==> config.mk <==
export PLATFORM = sky130hd
export DESIGN_NAME = pif_periph_irq
export DESIGN_NICKNAME = d
export VERILOG_FILES = /design/src/rtl/pif_pkg.sv /design/src/rtl/pif_reg_if.sv /design/src/rtl/pif_periph_irq.sv /design/src/rtl/pif_axil_slave.sv
export VERILOG_INCLUDE_DIRS = /design/src /design/src/rtl
export SDC_FILE = /design/constraint.sdc
export NUM_CORES = 1
export LEC_CHECK = 0
export BUFFER_PORTS_ARGS = -buffer_cell sky130_fd_sc_hd__buf_4
export CAP_MARGIN = 5
export CORE_MARGIN = 1
export CORE_UTILIZATION = 51
export DETAILED_ROUTE_END_ITERATION = 16
export PLACE_DENSITY = 0.94
export SLEW_MARGIN = 20
export SYNTH_ARGS = -nofsm -noshare
export SYNTH_HDL_FRONTEND = slang
export SYNTH_SLANG_ARGS = --single-unit
==> constraint.sdc <==
create_clock -name clock -period 3.89 [get_ports clock]
set_clock_uncertainty 0.2 [all_clocks]
set_input_delay 0.778 -clock clock [delete_from_list [all_inputs] [get_ports clock]]
set_output_delay 0.778 -clock clock [all_outputs]
set_load 0.01 [all_outputs]
==> src/rtl/pif_consts.svh <==
// Offsets, field positions and reset values of the peripheral interrupt bank
`ifndef PIF_CONSTS_SVH
`define PIF_CONSTS_SVH
`define PIF_ADDR_W 8
`define PIF_OFF_EN1 8'h00
`define PIF_OFF_EN2 8'h04
`define PIF_OFF_FLAG1 8'h08
`define PIF_OFF_IRQ_STATUS 8'h0C
`define PIF_OFF_IRQ_MASK 8'h10
`define PIF_EN1_MASK 8'h7F
`define PIF_EN2_MASK 8'hF0
`define PIF_FLAG1_MASK 8'h7F
`define PIF_FLAG1_SW_MASK 8'h4F
`define PIF_RESET_VALUE 8'h00
`define PIF_BIT_ADC 6
`define PIF_BIT_RX 5
`define PIF_BIT_TX 4
`define PIF_BIT_SSP 3
`define PIF_BIT_CCP 2
`define PIF_BIT_TMRB 1
`define PIF_BIT_TMRA 0
`define PIF_RESP_OKAY 2'h0
`define PIF_RESP_SLVERR 2'h2
`endif

==> src/rtl/pif_pkg.sv <==
// Types shared by the peripheral interrupt bank
package pif_pkg;
  // Operating mode of the capture/compare unit
  typedef enum logic [1:0] {
    PIF_CCP_CAPTURE,
    PIF_CCP_COMPARE,
    PIF_CCP_PWM,
    PIF_CCP_OFF
  } pif_ccp_mode_type;
  // Register byte
  typedef logic [7:0] pif_byte_type;
endpackage

==> src/rtl/pif_reg_if.sv <==
// Register access carrier between the bus slave and the register bank
interface pif_reg_if;
  logic wrEn; // One-cycle write strobe, low byte enabled
  logic [7:0] wrAddr; // Write byte address
  logic [7:0] wrData; // Write low byte
  logic [7:0] rdAddr; // Read byte address, valid at read handshake
  logic [7:0] rdData; // Read data for rdAddr
  logic rdHit; // rdAddr is mapped
  logic wrHit; // wrAddr is mapped
  modport bus (output wrEn, output wrAddr, output wrData, output rdAddr,
               input rdData, input rdHit, input wrHit);
  modport regs (input wrEn, input wrAddr, input wrData, input rdAddr,
                output rdData, output rdHit, output wrHit);
endinterface

==> src/rtl/pif_periph_irq.sv <==
// Peripheral interrupt enable and flag bank with AXI4-Lite access
`include "pif_consts.svh"
module pif_periph_irq (
  input wire logic clock,
  input wire logic reset,
  input wire logic s_axi_awvalid,
  output logic s_axi_awready,
  input wire logic [`PIF_ADDR_W-1:0] s_axi_awaddr,
  input wire logic s_axi_wvalid,
  output logic s_axi_wready,
  input wire logic [31:0] s_axi_wdata,
  input wire logic [3:0] s_axi_wstrb,
  output logic s_axi_bvalid,
  input wire logic s_axi_bready,
  output logic [1:0] s_axi_bresp,
  input wire logic s_axi_arvalid,
  output logic s_axi_arready,
  input wire logic [`PIF_ADDR_W-1:0] s_axi_araddr,
  output logic s_axi_rvalid,
  input wire logic s_axi_rready,
  output logic [31:0] s_axi_rdata,
  output logic [1:0] s_axi_rresp,
  input wire logic adcDoneEvent,
  input wire logic serialRxHasData,
  input wire logic serialTxBufEmpty,
  input wire logic syncSerialDoneEvent,
  input wire logic capcmpCaptureEvent,
  input wire logic capcmpCompareEvent,
  input wire pif_pkg::pif_ccp_mode_type capcmpMode,
  input wire logic timerBMatchEvent,
  input wire logic timerAOvfEvent,
  input wire logic [3:0] periphFlag2,
  input wire logic periphGroupEnable,
  output logic periphIrqReq,
  output logic irq
);
  import pif_pkg::*;

  pif_reg_if regBus (); // Carrier to the bus slave

  pif_byte_type en1_reg; // First enable register
  pif_byte_type en2_reg; // Second enable register
  pif_byte_type flag1_reg; // First request flag register
  pif_byte_type flag1_next;
  pif_byte_type status_reg; // Sticky event status for the interrupt line
  pif_byte_type status_next;
  pif_byte_type mask_reg; // Interrupt line mask
  logic periphIrqReq_reg; // Registered peripheral request
  logic irq_reg; // Registered interrupt line

  wire selEn1W; // Write decodes
  wire selEn2W;
  wire selFlag1W;
  wire selStatusW;
  wire selMaskW;
  wire capcmpEvent; // Capture or compare event, by mode
  wire [7:0] swFlagSet; // Hardware set terms of sticky flags
  wire [7:0] swFlagKeep; // Sticky flags after any software write
  wire [7:0] levelFlags; // Read-only flags that mirror buffer state
  wire [7:0] flag2Word; // Flags of the second register, aligned with enables
  wire reqNext; // Peripheral request before the register

  pif_axil_slave u_slave (
    .clock(clock),
    .reset(reset),
    .awvalid(s_axi_awvalid),
    .awready(s_axi_awready),
    .awaddr(s_axi_awaddr),
    .wvalid(s_axi_wvalid),
    .wready(s_axi_wready),
    .wdata(s_axi_wdata),
    .wstrb(s_axi_wstrb),
    .bvalid(s_axi_bvalid),
    .bready(s_axi_bready),
    .bresp(s_axi_bresp),
    .arvalid(s_axi_arvalid),
    .arready(s_axi_arready),
    .araddr(s_axi_araddr),
    .rvalid(s_axi_rvalid),
    .rready(s_axi_rready),
    .rdata(s_axi_rdata),
    .rresp(s_axi_rresp),
    .regs(regBus.bus)
  );

  // Address decode for writes
  assign selEn1W = regBus.wrEn && (regBus.wrAddr == `PIF_OFF_EN1);
  assign selEn2W = regBus.wrEn && (regBus.wrAddr == `PIF_OFF_EN2);
  assign selFlag1W = regBus.wrEn && (regBus.wrAddr == `PIF_OFF_FLAG1);
  assign selStatusW = regBus.wrEn && (regBus.wrAddr == `PIF_OFF_IRQ_STATUS);
  assign selMaskW = regBus.wrEn && (regBus.wrAddr == `PIF_OFF_IRQ_MASK);
  assign regBus.wrHit = (regBus.wrAddr == `PIF_OFF_EN1) || (regBus.wrAddr == `PIF_OFF_EN2) ||
                        (regBus.wrAddr == `PIF_OFF_FLAG1) ||
                        (regBus.wrAddr == `PIF_OFF_IRQ_STATUS) ||
                        (regBus.wrAddr == `PIF_OFF_IRQ_MASK);

  // Read selection; unimplemented bits are masked to zero at the source
  assign regBus.rdHit = (regBus.rdAddr == `PIF_OFF_EN1) || (regBus.rdAddr == `PIF_OFF_EN2) ||
                        (regBus.rdAddr == `PIF_OFF_FLAG1) ||
                        (regBus.rdAddr == `PIF_OFF_IRQ_STATUS) ||
                        (regBus.rdAddr == `PIF_OFF_IRQ_MASK);
  assign regBus.rdData = (regBus.rdAddr == `PIF_OFF_EN1) ? en1_reg :
                         (regBus.rdAddr == `PIF_OFF_EN2) ? en2_reg :
                         (regBus.rdAddr == `PIF_OFF_FLAG1) ? flag1_reg :
                         (regBus.rdAddr == `PIF_OFF_IRQ_STATUS) ? status_reg :
                         (regBus.rdAddr == `PIF_OFF_IRQ_MASK) ? mask_reg : 8'h00;

  // Capture events count only in capture mode, compare only in compare mode
  assign capcmpEvent = ((capcmpMode == PIF_CCP_CAPTURE) && capcmpCaptureEvent) ||
                       ((capcmpMode == PIF_CCP_COMPARE) && capcmpCompareEvent);

  // Event set terms, independent of every enable
  assign swFlagSet = {1'b0, adcDoneEvent, 2'b00, syncSerialDoneEvent,
                      capcmpEvent, timerBMatchEvent, timerAOvfEvent};

  // A software write replaces the sticky bits; the set term below wins over a clear
  assign swFlagKeep = (selFlag1W ? regBus.wrData : flag1_reg) & `PIF_FLAG1_SW_MASK;

  // Buffer state flags are read-only and follow their sources
  assign levelFlags = {2'b00, serialRxHasData, serialTxBufEmpty, 4'h0};

  // Sticky set wins over software clear; bit 7 never stored
  assign flag1_next = ((swFlagKeep | swFlagSet) & `PIF_FLAG1_SW_MASK) | levelFlags;

  // Outside second flag register lines up with the second enable register
  assign flag2Word = {periphFlag2, 4'h0};

  // Request: any flag with its enable, then the group gate
  assign reqNext = periphGroupEnable &&
                   (|(flag1_reg & en1_reg) || |(flag2Word & en2_reg));

  // Status bits rise with any rising flag of the first flag register; write one clears, set wins
  assign status_next = (status_reg & ~(selStatusW ? regBus.wrData : 8'h00)) |
                       (flag1_next & ~flag1_reg);

  // Enable registers; unimplemented bits forced to zero
  always_ff @(posedge clock or posedge reset) begin
    if (reset) begin
      en1_reg <= `PIF_RESET_VALUE;
      en2_reg <= `PIF_RESET_VALUE;
    end else begin
      if (selEn1W) begin
        en1_reg <= regBus.wrData & `PIF_EN1_MASK;
      end
      if (selEn2W) begin
        en2_reg <= regBus.wrData & `PIF_EN2_MASK;
      end
    end
  end

  // Flag register
  always_ff @(posedge clock or posedge reset) begin
    if (reset) begin
      flag1_reg <= `PIF_RESET_VALUE;
    end else begin
      flag1_reg <= flag1_next;
    end
  end

  // Interrupt status, mask and registered outputs
  always_ff @(posedge clock or posedge reset) begin
    if (reset) begin
      status_reg <= `PIF_RESET_VALUE;
      mask_reg <= `PIF_RESET_VALUE;
      periphIrqReq_reg <= 1'b0;
      irq_reg <= 1'b0;
    end else begin
      status_reg <= status_next;
      if (selMaskW) begin
        mask_reg <= regBus.wrData;
      end
      periphIrqReq_reg <= reqNext;
      irq_reg <= |(status_next & mask_reg);
    end
  end

  assign periphIrqReq = periphIrqReq_reg;
  assign irq = irq_reg;
endmodule // pif_periph_irq

==> src/rtl/pif_axil_slave.sv <==
// AXI4-Lite slave front end for the peripheral interrupt bank
`include "pif_consts.svh"
module pif_axil_slave (
  input wire logic clock,
  input wire logic reset,
  input wire logic awvalid,
  output logic awready,
  input wire logic [`PIF_ADDR_W-1:0] awaddr,
  input wire logic wvalid,
  output logic wready,
  input wire logic [31:0] wdata,
  input wire logic [3:0] wstrb,
  output logic bvalid,
  input wire logic bready,
  output logic [1:0] bresp,
  input wire logic arvalid,
  output logic arready,
  input wire logic [`PIF_ADDR_W-1:0] araddr,
  output logic rvalid,
  input wire logic rready,
  output logic [31:0] rdata,
  output logic [1:0] rresp,
  pif_reg_if.bus regs
);
  import pif_pkg::*;
  logic bvalid_reg; // Write response pending
  logic [1:0] bresp_reg; // Write response code
  logic rvalid_reg; // Read response pending
  logic [31:0] rdata_reg; // Read data held for the master
  logic [1:0] rresp_reg; // Read response code
  wire wrTake; // Address and data taken together
  wire rdTake; // Read address taken

  // Both write channels wait for each other, so arrival order does not matter
  assign wrTake = awvalid && wvalid && !bvalid_reg;
  assign awready = wrTake;
  assign wready = wrTake;
  assign arready = !rvalid_reg;
  assign rdTake = arvalid && !rvalid_reg;
  assign regs.wrEn = wrTake && wstrb[0];
  assign regs.wrAddr = awaddr;
  assign regs.wrData = wdata[7:0];
  assign regs.rdAddr = araddr;
  assign bvalid = bvalid_reg;
  assign bresp = bresp_reg;
  assign rvalid = rvalid_reg;
  assign rdata = rdata_reg;
  assign rresp = rresp_reg;

  // Write response one cycle after the handshake
  always_ff @(posedge clock or posedge reset) begin
    if (reset) begin
      bvalid_reg <= 1'b0;
      bresp_reg <= `PIF_RESP_OKAY;
    end else if (wrTake) begin
      bvalid_reg <= 1'b1;
      bresp_reg <= regs.wrHit ? `PIF_RESP_OKAY : `PIF_RESP_SLVERR;
    end else if (bready) begin
      bvalid_reg <= 1'b0;
    end
  end

  // Read data captured at the handshake; unmapped reads give zero and SLVERR
  always_ff @(posedge clock or posedge reset) begin
    if (reset) begin
      rvalid_reg <= 1'b0;
      rdata_reg <= 32'h0000_0000;
      rresp_reg <= `PIF_RESP_OKAY;
    end else if (rdTake) begin
      rvalid_reg <= 1'b1;
      rdata_reg <= {24'h00_0000, regs.rdData};
      rresp_reg <= regs.rdHit ? `PIF_RESP_OKAY : `PIF_RESP_SLVERR;
    end else if (rready) begin
      rvalid_reg <= 1'b0;
    end
  end
endmodule // pif_axil_slave

==> metrics.md, run 1 <==
| Metric | Value |
|---|---|
| Async SR Flop Fraction | 100.0% |
| Initial core utilization | 53.59% |
| Drt first-iter violations | 162 |
| Yosys warnings | 0 |
| Fin cells | between 300 and 400 |
| Final min period | 2.661 ns |
| Pwr Density | 311.2 nW/µm² |
| First-pass GRT wire length | 9411 µm |
| Post-DP HPWL | 4483 µm |
| Largest net degree at the start of global routing | 49 |
| Post-CTS Setup Inserts | 0 |
| Sequential power share | 54.7% |
| Total track usage | 23.21% |
| Final period util | 68.40% |
| Endpoints failing setup | 0 |
| Crit path max-delay cell type | nor4_4 |
| Switching power | 0.2573 mW |
| Hold Buf Count CTS | 0 |
| MaxCap Viol Count | 0 |
| Sw Share | 26.76% |
| TritonRoute pass-1 iters | 5 |
| Fin Setup TNS | 0 ns |
| Startpoint types | primary input |
| Final core occ | 64.55% |
| Xor and xnor area share after synthesis | 0% |
| Crit path buf inv count | 1 |
| Vias in the first global route | around 2k |
| Initial antenna violation count | 0 |
| Resize count post-CTS | 0 |
| Required time of the worst setup path | 3.87 ns |
| Area post-placement | 3002 µm² |
| Final Cell Area | 3089 µm² |
| Cell Area, Synth | 2565 µm² |
| Yosys cell types | 46 |
| Clock net sink count | 48 |
| Simple-gate share of the synthesized area | 16.10% |
| Placed cells | 371 |
| Vert. Die Dim | 72.92 µm |
| Arrival @ worst endpoint | 2.64 ns |
| Htree depth | 2 |
| Post-synth top flop | dfrtp_1 |
| Seq/Total Area, Yosys | ~47% |
| Vias/cell | around 5.7 |
| Slew Limit Fails | 0 |
| DIE WIDTH | 72.92 µm |
| Mean Syn Cell Area | about 10 µm² |
| Relative slew slack | between 30% and 40% |
| Cts bufs inserted | 5 |
| Delay-heaviest family, CP | simple AND/OR/NAND/NOR gates |
| Clock Latency Late Sink | 0.30 ns |
| Clock Power Share | between 30% and 40% |
| Detail Route Antenna Nets | 0 |
| Seq cells post-synth | 48 |
| Cells after Synth | about 250 |
| Crit path capture type | register |
| Clock Pin Slew Worst Setup and Hold Paths | roughly 0.09 ns |
| HP Class | register to register |
| CTS Buffer Depth | 2 |
| Total grt overflow | 0 |
| Vias | 2178 |
| Main combinational cell family by area after synthesis | compound AO/OA/AOI/OAI gates |
| Fin Hold WS | about 0.29 ns |
| Number of hold violations in the final report | 0 |
| Max incr delay on CP | approximately 0.55 ns |
| IO Port Bufs | between 60 and 70 |
| Critical path cell sequence | buf_4, or3_4, nor4_4, nand2_1, a32o_1, a221oi_2, nand4_1 |
| Layout cells sized above 1 | around a third |
| Routed WL | between 5000 and 6000 µm |
| P&R area growth vs syn | 20.44% |
| Clock root buffer | clkbuf_8 |
| Final nets | 385 |
| WS Path Type | primary input to register |
| Post-synth EDFFs | 0 |
| DIE AREA | 5317 µm² |
| Core area | 4786 µm² |
| I/O Pins | 117 |
| Antenna diodes | 0 |
| Row count | 25 |
| Final Wtd Congestion | 0.8533 |
| # DRC | 0 |
| Status | completed |
| Int Power | 0.7041 mW |
| Post-synthesis adder-cell area fraction | 0% |
| Worst VDD drop | 0.2622 mV |
| Worst-Margin Slew | 0.9854 ns |
| Compound-gate portion of the synthesized area | 17.37% |
| Worst-path fanout max | 7 |
| TritonCTS clock tree | built |
| Fmax | 375.8 MHz |
| Logic pwr share | 14.8% |
| Wire per inst | about 15 µm |
| Pleak | between 1 and 1.5 nW |
| RSZ-0062 raised after global routing | false |
| Mux cell area share after synthesis | 10.34% |
==> worst min-delay path, delay by kind of cell (launching register included) <==
| kind | cells | cell delay [ns] |
|---|---|---|
| flip-flops | 1 | 0.35 |
| AND/OR/NAND/NOR | 1 | 0.06 |
| AO/OA/AOI/OAI | 1 | 0.05 |
==> cell families after synthesis <==
kind of cell / Yosys count
other: 1
buffers and inverters: 36
AOI/OAI and AO/OA: 64
and+or+nand+nor: 73
muxes: 24
DFF: 48
==> cells in the mapped netlist, drive strengths merged, types with 3 or more instances <==
cell	number	area share (%)
a21oi	8	1.6
clkbuf	3	0.44
a31oi	6	1.5
nor2	10	1.5
nor3	4	0.78
buf	27	7.9
inv	6	0.88
o21ai	16	3.1
mux2	20	8.8
dfrtp	48	47
nor2b	7	1.7
nand2b	3	0.73
nand2	31	4.5
a221oi	4	1.6
nor4	3	1.9
mux2i	4	1.6
a22oi	8	2.3
==> power by group through the flow <==
stage               combinational, mW  clock, mW  sequential, mW
floorplan                      0.0868          0           0.535
global placement                0.138          0           0.534
detailed placement              0.142          0           0.535
CTS                             0.143      0.295           0.525
global route                    0.156      0.315           0.527
finish                          0.142      0.294           0.525
==> final cells by class <==
| type | instances | area [µm²] |
|---|---|---|
| Fill cell | 401 | 1697 |
| Multi-Input combinational cell | 187 | 1221 |
| Sequential cell | 48 | 1201 |
| Timing Repair Buffer | 63 | 473.0 |
| Tap cell | 67 | 83.83 |
| Clock buffer | 5 | 68.82 |
| Inverter | 6 | 22.52 |
| Clock inverter | 3 | 18.77 |
==> final timing paths <==
kind                                       start  slack (ns)               end  depth (start not counted)
worst max-delay path             s_axi_awaddr[1]        1.23               irq                          7
worst min-delay path            u_slave.rdata[6]        0.29  u_slave.rdata[6]                          2
worst max register to register    u_slave.bvalid        1.61               irq                          6
worst min register to register  u_slave.rdata[6]        0.29  u_slave.rdata[6]                          2
max in group asynchronous                  reset        2.37       mask_reg[5]                          2
min in group asynchronous                  reset        0.50      periphIrqReq                          2
==> through the flow <==
step / total power [mW] / worst slack (ns)
floorplan: 0.6221 / 1.354
global placement: 0.6728 / 0.9527
detailed placement: 0.6771 / 0.9153
CTS: 0.9626 / 1.233
global route: 0.9983 / 1.122
finish: 0.9615 / 1.229
==> cell usage in the layout, fill, tap and decap left out, drive strengths merged, types with 5 or more instances in the layout <==
cell type  synthesis  final
inv                6      6
a22oi              8      8
clkbuf             3      5
buf               27     63
nand2             31     31
nor2              10     10
mux2              20     20
conb               1     26
a21oi              8      8
nor2b              7      7
o21ai             16     16
a31oi              6      6
dfrtp             48     48
==> per-layer routing <==
layer / global-route usage (%) / wire [µm] / part of all wire [%]
met4: 7.407 / 144 / 2.5
met1: 30.76 / 2470 / 42
met5: 0 / 0 / 0
met3: 3.867 / 493 / 8.4
met2: 39.04 / 2749 / 47
Power figures use the tool's default switching activity.
==> inputs of run 2 (changes only) <==
--- a/config.mk
+++ b/config.mk
@@ -9,9 +9,9 @@
 export BUFFER_PORTS_ARGS = -buffer_cell sky130_fd_sc_hd__buf_4
 export CAP_MARGIN = 5
 export CORE_MARGIN = 1
-export CORE_UTILIZATION = 51
+export CORE_UTILIZATION = 42
 export DETAILED_ROUTE_END_ITERATION = 16
-export PLACE_DENSITY = 0.94
+export PLACE_DENSITY = 0.84
 export SLEW_MARGIN = 20
 export SYNTH_ARGS = -nofsm -noshare
 export SYNTH_HDL_FRONTEND = slang
==> constraint.sdc (replaced) <==
create_clock -name clock -period 2.4 [get_ports clock]
set_clock_uncertainty 0.2 [all_clocks]
set_input_delay 0.48 -clock clock [delete_from_list [all_inputs] [get_ports clock]]
set_output_delay 0.48 -clock clock [all_outputs]
set_load 0.01 [all_outputs]
==> metrics.md, run 2 (same netlist as run 1, synthesis figures left out) <==
| Metric | Value |
|---|---|
| Status | completed |
| Clock Pin Slew Worst Setup and Hold Paths | 0.09 ns (about the same) |
| WS Path Type | primary input to register |
| Resize count post-CTS | 0 (unchanged) |
| Fin Setup TNS | 0 ns (unchanged) |
| Final Wtd Congestion | 0.9206 (+7.9%) |
| Relative slew slack | 60.26% (+26 points) |
| Crit path capture type | register |
| Layout cells sized above 1 | 33.85% (+2.1 points) |
| Most frequent cells in the layout | 73 x buf_4, 48 x dfrtp_1, 31 x nand2_1, 26 x conb_1, 20 x mux2_2 |
| Vias/cell | 5.222 (-9.1%) |
| Core area | 5921 µm² (+24%) |
| Clock Latency Late Sink | 0.31 ns (about the same) |
| Worst-path fanout max | 4 (-3) |
| DIE WIDTH | 80.15 µm (+9.9%) |
| Required time of the worst setup path | 2.39 ns (-1.48 ns) |
| Layout fillers | 541 (+35%) |
| Most common cell after layout, fill and taps aside | buf_4 |
| Worst-Margin Slew | 0.5961 ns (-0.3893 ns) |
| Final nets | 395 (+2.6%) |
| Post-CTS Setup Inserts | 0 (unchanged) |
| Seq. cell area | 1201 µm² (unchanged) |
| DIE AREA | 6423 µm² (+21%) |
| Crit-path most repeated cell | buf_4 |
| IO Port Bufs | 63 (unchanged) |
| Termination of the worst setup path | en2_reg[4] |
| Final Cell Area | 3198 µm² (+3.5%) |
| Initial core utilization | 43.32% (-10 points) |
| Clock root buffer | clkbuf_8 |
| Reg-to-reg endpoint | irq |
| Total grt overflow | 0 (unchanged) |
| CTS Buffer Depth | 2 (unchanged) |
| Hold Buf Count CTS | 0 (unchanged) |
| Post-DP HPWL | 4451 µm (-0.71%) |
| Number of hold violations in the final report | 0 (unchanged) |
| Final core occ | 54.02% (-11 points) |
| Htree depth | 2 (unchanged) |
| TritonCTS clock tree | built |
| Antenna diodes | 0 (unchanged) |
| Endpoints failing setup | 0 (unchanged) |
| Fin cells | 397 (+4.7%) |
| Multi-input logic area | 1221 µm² (unchanged) |
| Initial antenna violation count | 0 (unchanged) |
| R2r worst-path depth | 6 (unchanged) |
| Pwr Density | 520.5 nW/µm² (+67%) |
| I/O Pins | 117 (unchanged) |
| Startpoint types | primary input |
| Critical path cell sequence | buf_4, or3_4, buf_4, nor4_1, nand3b_1, mux2_2 |
| Total track usage | 19.59% (-3.6 points) |
| Final min period | 2.177 ns |
| Wire per inst | 14.57 µm (-5.7%) |
| HP Class | primary input to register |
| Clock net sink count | 48 (unchanged) |
| Vert. Die Dim | 80.15 µm (+9.9%) |
| R2r startpoint | u_slave.bvalid |
| Detail Route Antenna Nets | 0 (unchanged) |
| Drt first-iter violations | 169 (+4.3%) |
| RSZ-0062 raised after global routing | false |
| Slew Limit Fails | 0 (unchanged) |
| Vias | 2073 (-4.8%) |
| Placed cells | 389 (+4.9%) |
| CP startpoint | s_axi_awaddr[1] |
| MaxCap Viol Count | 0 (unchanged) |
| Vias in the first global route | 1991 (-2.2%) |
| Routed WL | 5786 µm (-1.2%) |
| Pwr Total | 1.664 mW (+73%) |
| Largest net degree at the start of global routing | 49 (unchanged) |
| Row count | 28 (+12%) |
| Max incr delay on CP | 0.39 ns (-0.16 ns) |
| Arrival @ worst endpoint | 2.17 ns (-0.47 ns) |
| First-pass GRT wire length | 9528 µm (+1.2%) |
| Area post-placement | 3087 µm² (+2.8%) |
| Worst VDD drop | 0.2819 mV (+7.5%) |
| # DRC | 0 (unchanged) |
| Crit path max-delay cell type | or3_4 |
| Cts bufs inserted | 5 (unchanged) |
| P&R area growth vs syn | 24.68% |
| Fmax | 459.4 MHz |
| R2R Setup Slk | 0.27 ns (-1.34 ns) |
| Final period util | 90.70% |
| TritonRoute pass-1 iters | 4 (-1) |
| Pleak | 1.519 nW (+3.6%) |
==> run 2: cell types whose count changed in the layout (fill, tap and decap cells not counted) <==
cell        delta
buf_4         +10
bufinv_16      +1
clkinv_2       -1
clkinv_4       -1
clkinvlp_4     +1
==> run 2: worst min path at each step <==
| stage | startpoint | to | slack (ns) | cells past startpoint |
|---|---|---|---|---|
| finish | serialRxHasData | flag1_reg[5] | 0.08 | 1 |
| floorplan | status_reg[0] | status_reg[0] | 0.26 | 2 |
| detailed placement | u_slave.rdata[6] | u_slave.rdata[6] | 0.27 | 2 |
| CTS | serialRxHasData | flag1_reg[5] | 0.09 | 1 |
| global route | serialRxHasData | flag1_reg[5] | 0.08 | 1 |
| global placement | u_slave.rdata[2] | u_slave.rdata[2] | 0.26 | 2 |
==> run 2: final cells by class <==
class                   instances  area share (%)
clock inverters                 3           1.330
well taps                      75           2.934
flip-flops and latches         48           37.56
inverters                       6          0.7042
clock buffers                   5           2.152
multi-input cells             187           38.18
repair buffers                 73           17.14
==> run 2: critical path, delay by kind of cell <==
family	cells	cell delay, ns
buffers and inverters	2	0.27
multiplexers	1	0.38
AND/OR/NAND/NOR	3	1.05
==> run 2: per-layer routing <==
layer  track usage, %  wire length [µm]  share of wire (%)
met5                0                 0                  0
met4            5.536                91                1.6
met3            5.568               363                6.3
met2            32.22              2741                 47
met1            25.11              2589                 45
==> run 2: through the flow <==
step,setup WS [ns],hold WS (ns)
floorplan,0.1616,0.2635
global placement,-0.07455,0.2618
detailed placement,-0.06384,0.2723
CTS,0.2541,0.08555
global route,0.1497,0.07944
finish,0.2233,0.08193
==> run 2: power by group <==
group	total [mW]	leakage, nW	switching [mW]	internal [mW]
Sequential	0.851	0.600	0.0177	0.833
Clock	0.581	0.0541	0.273	0.308
Combinational	0.233	0.865	0.125	0.108
Total	1.66	1.52	0.415	1.25
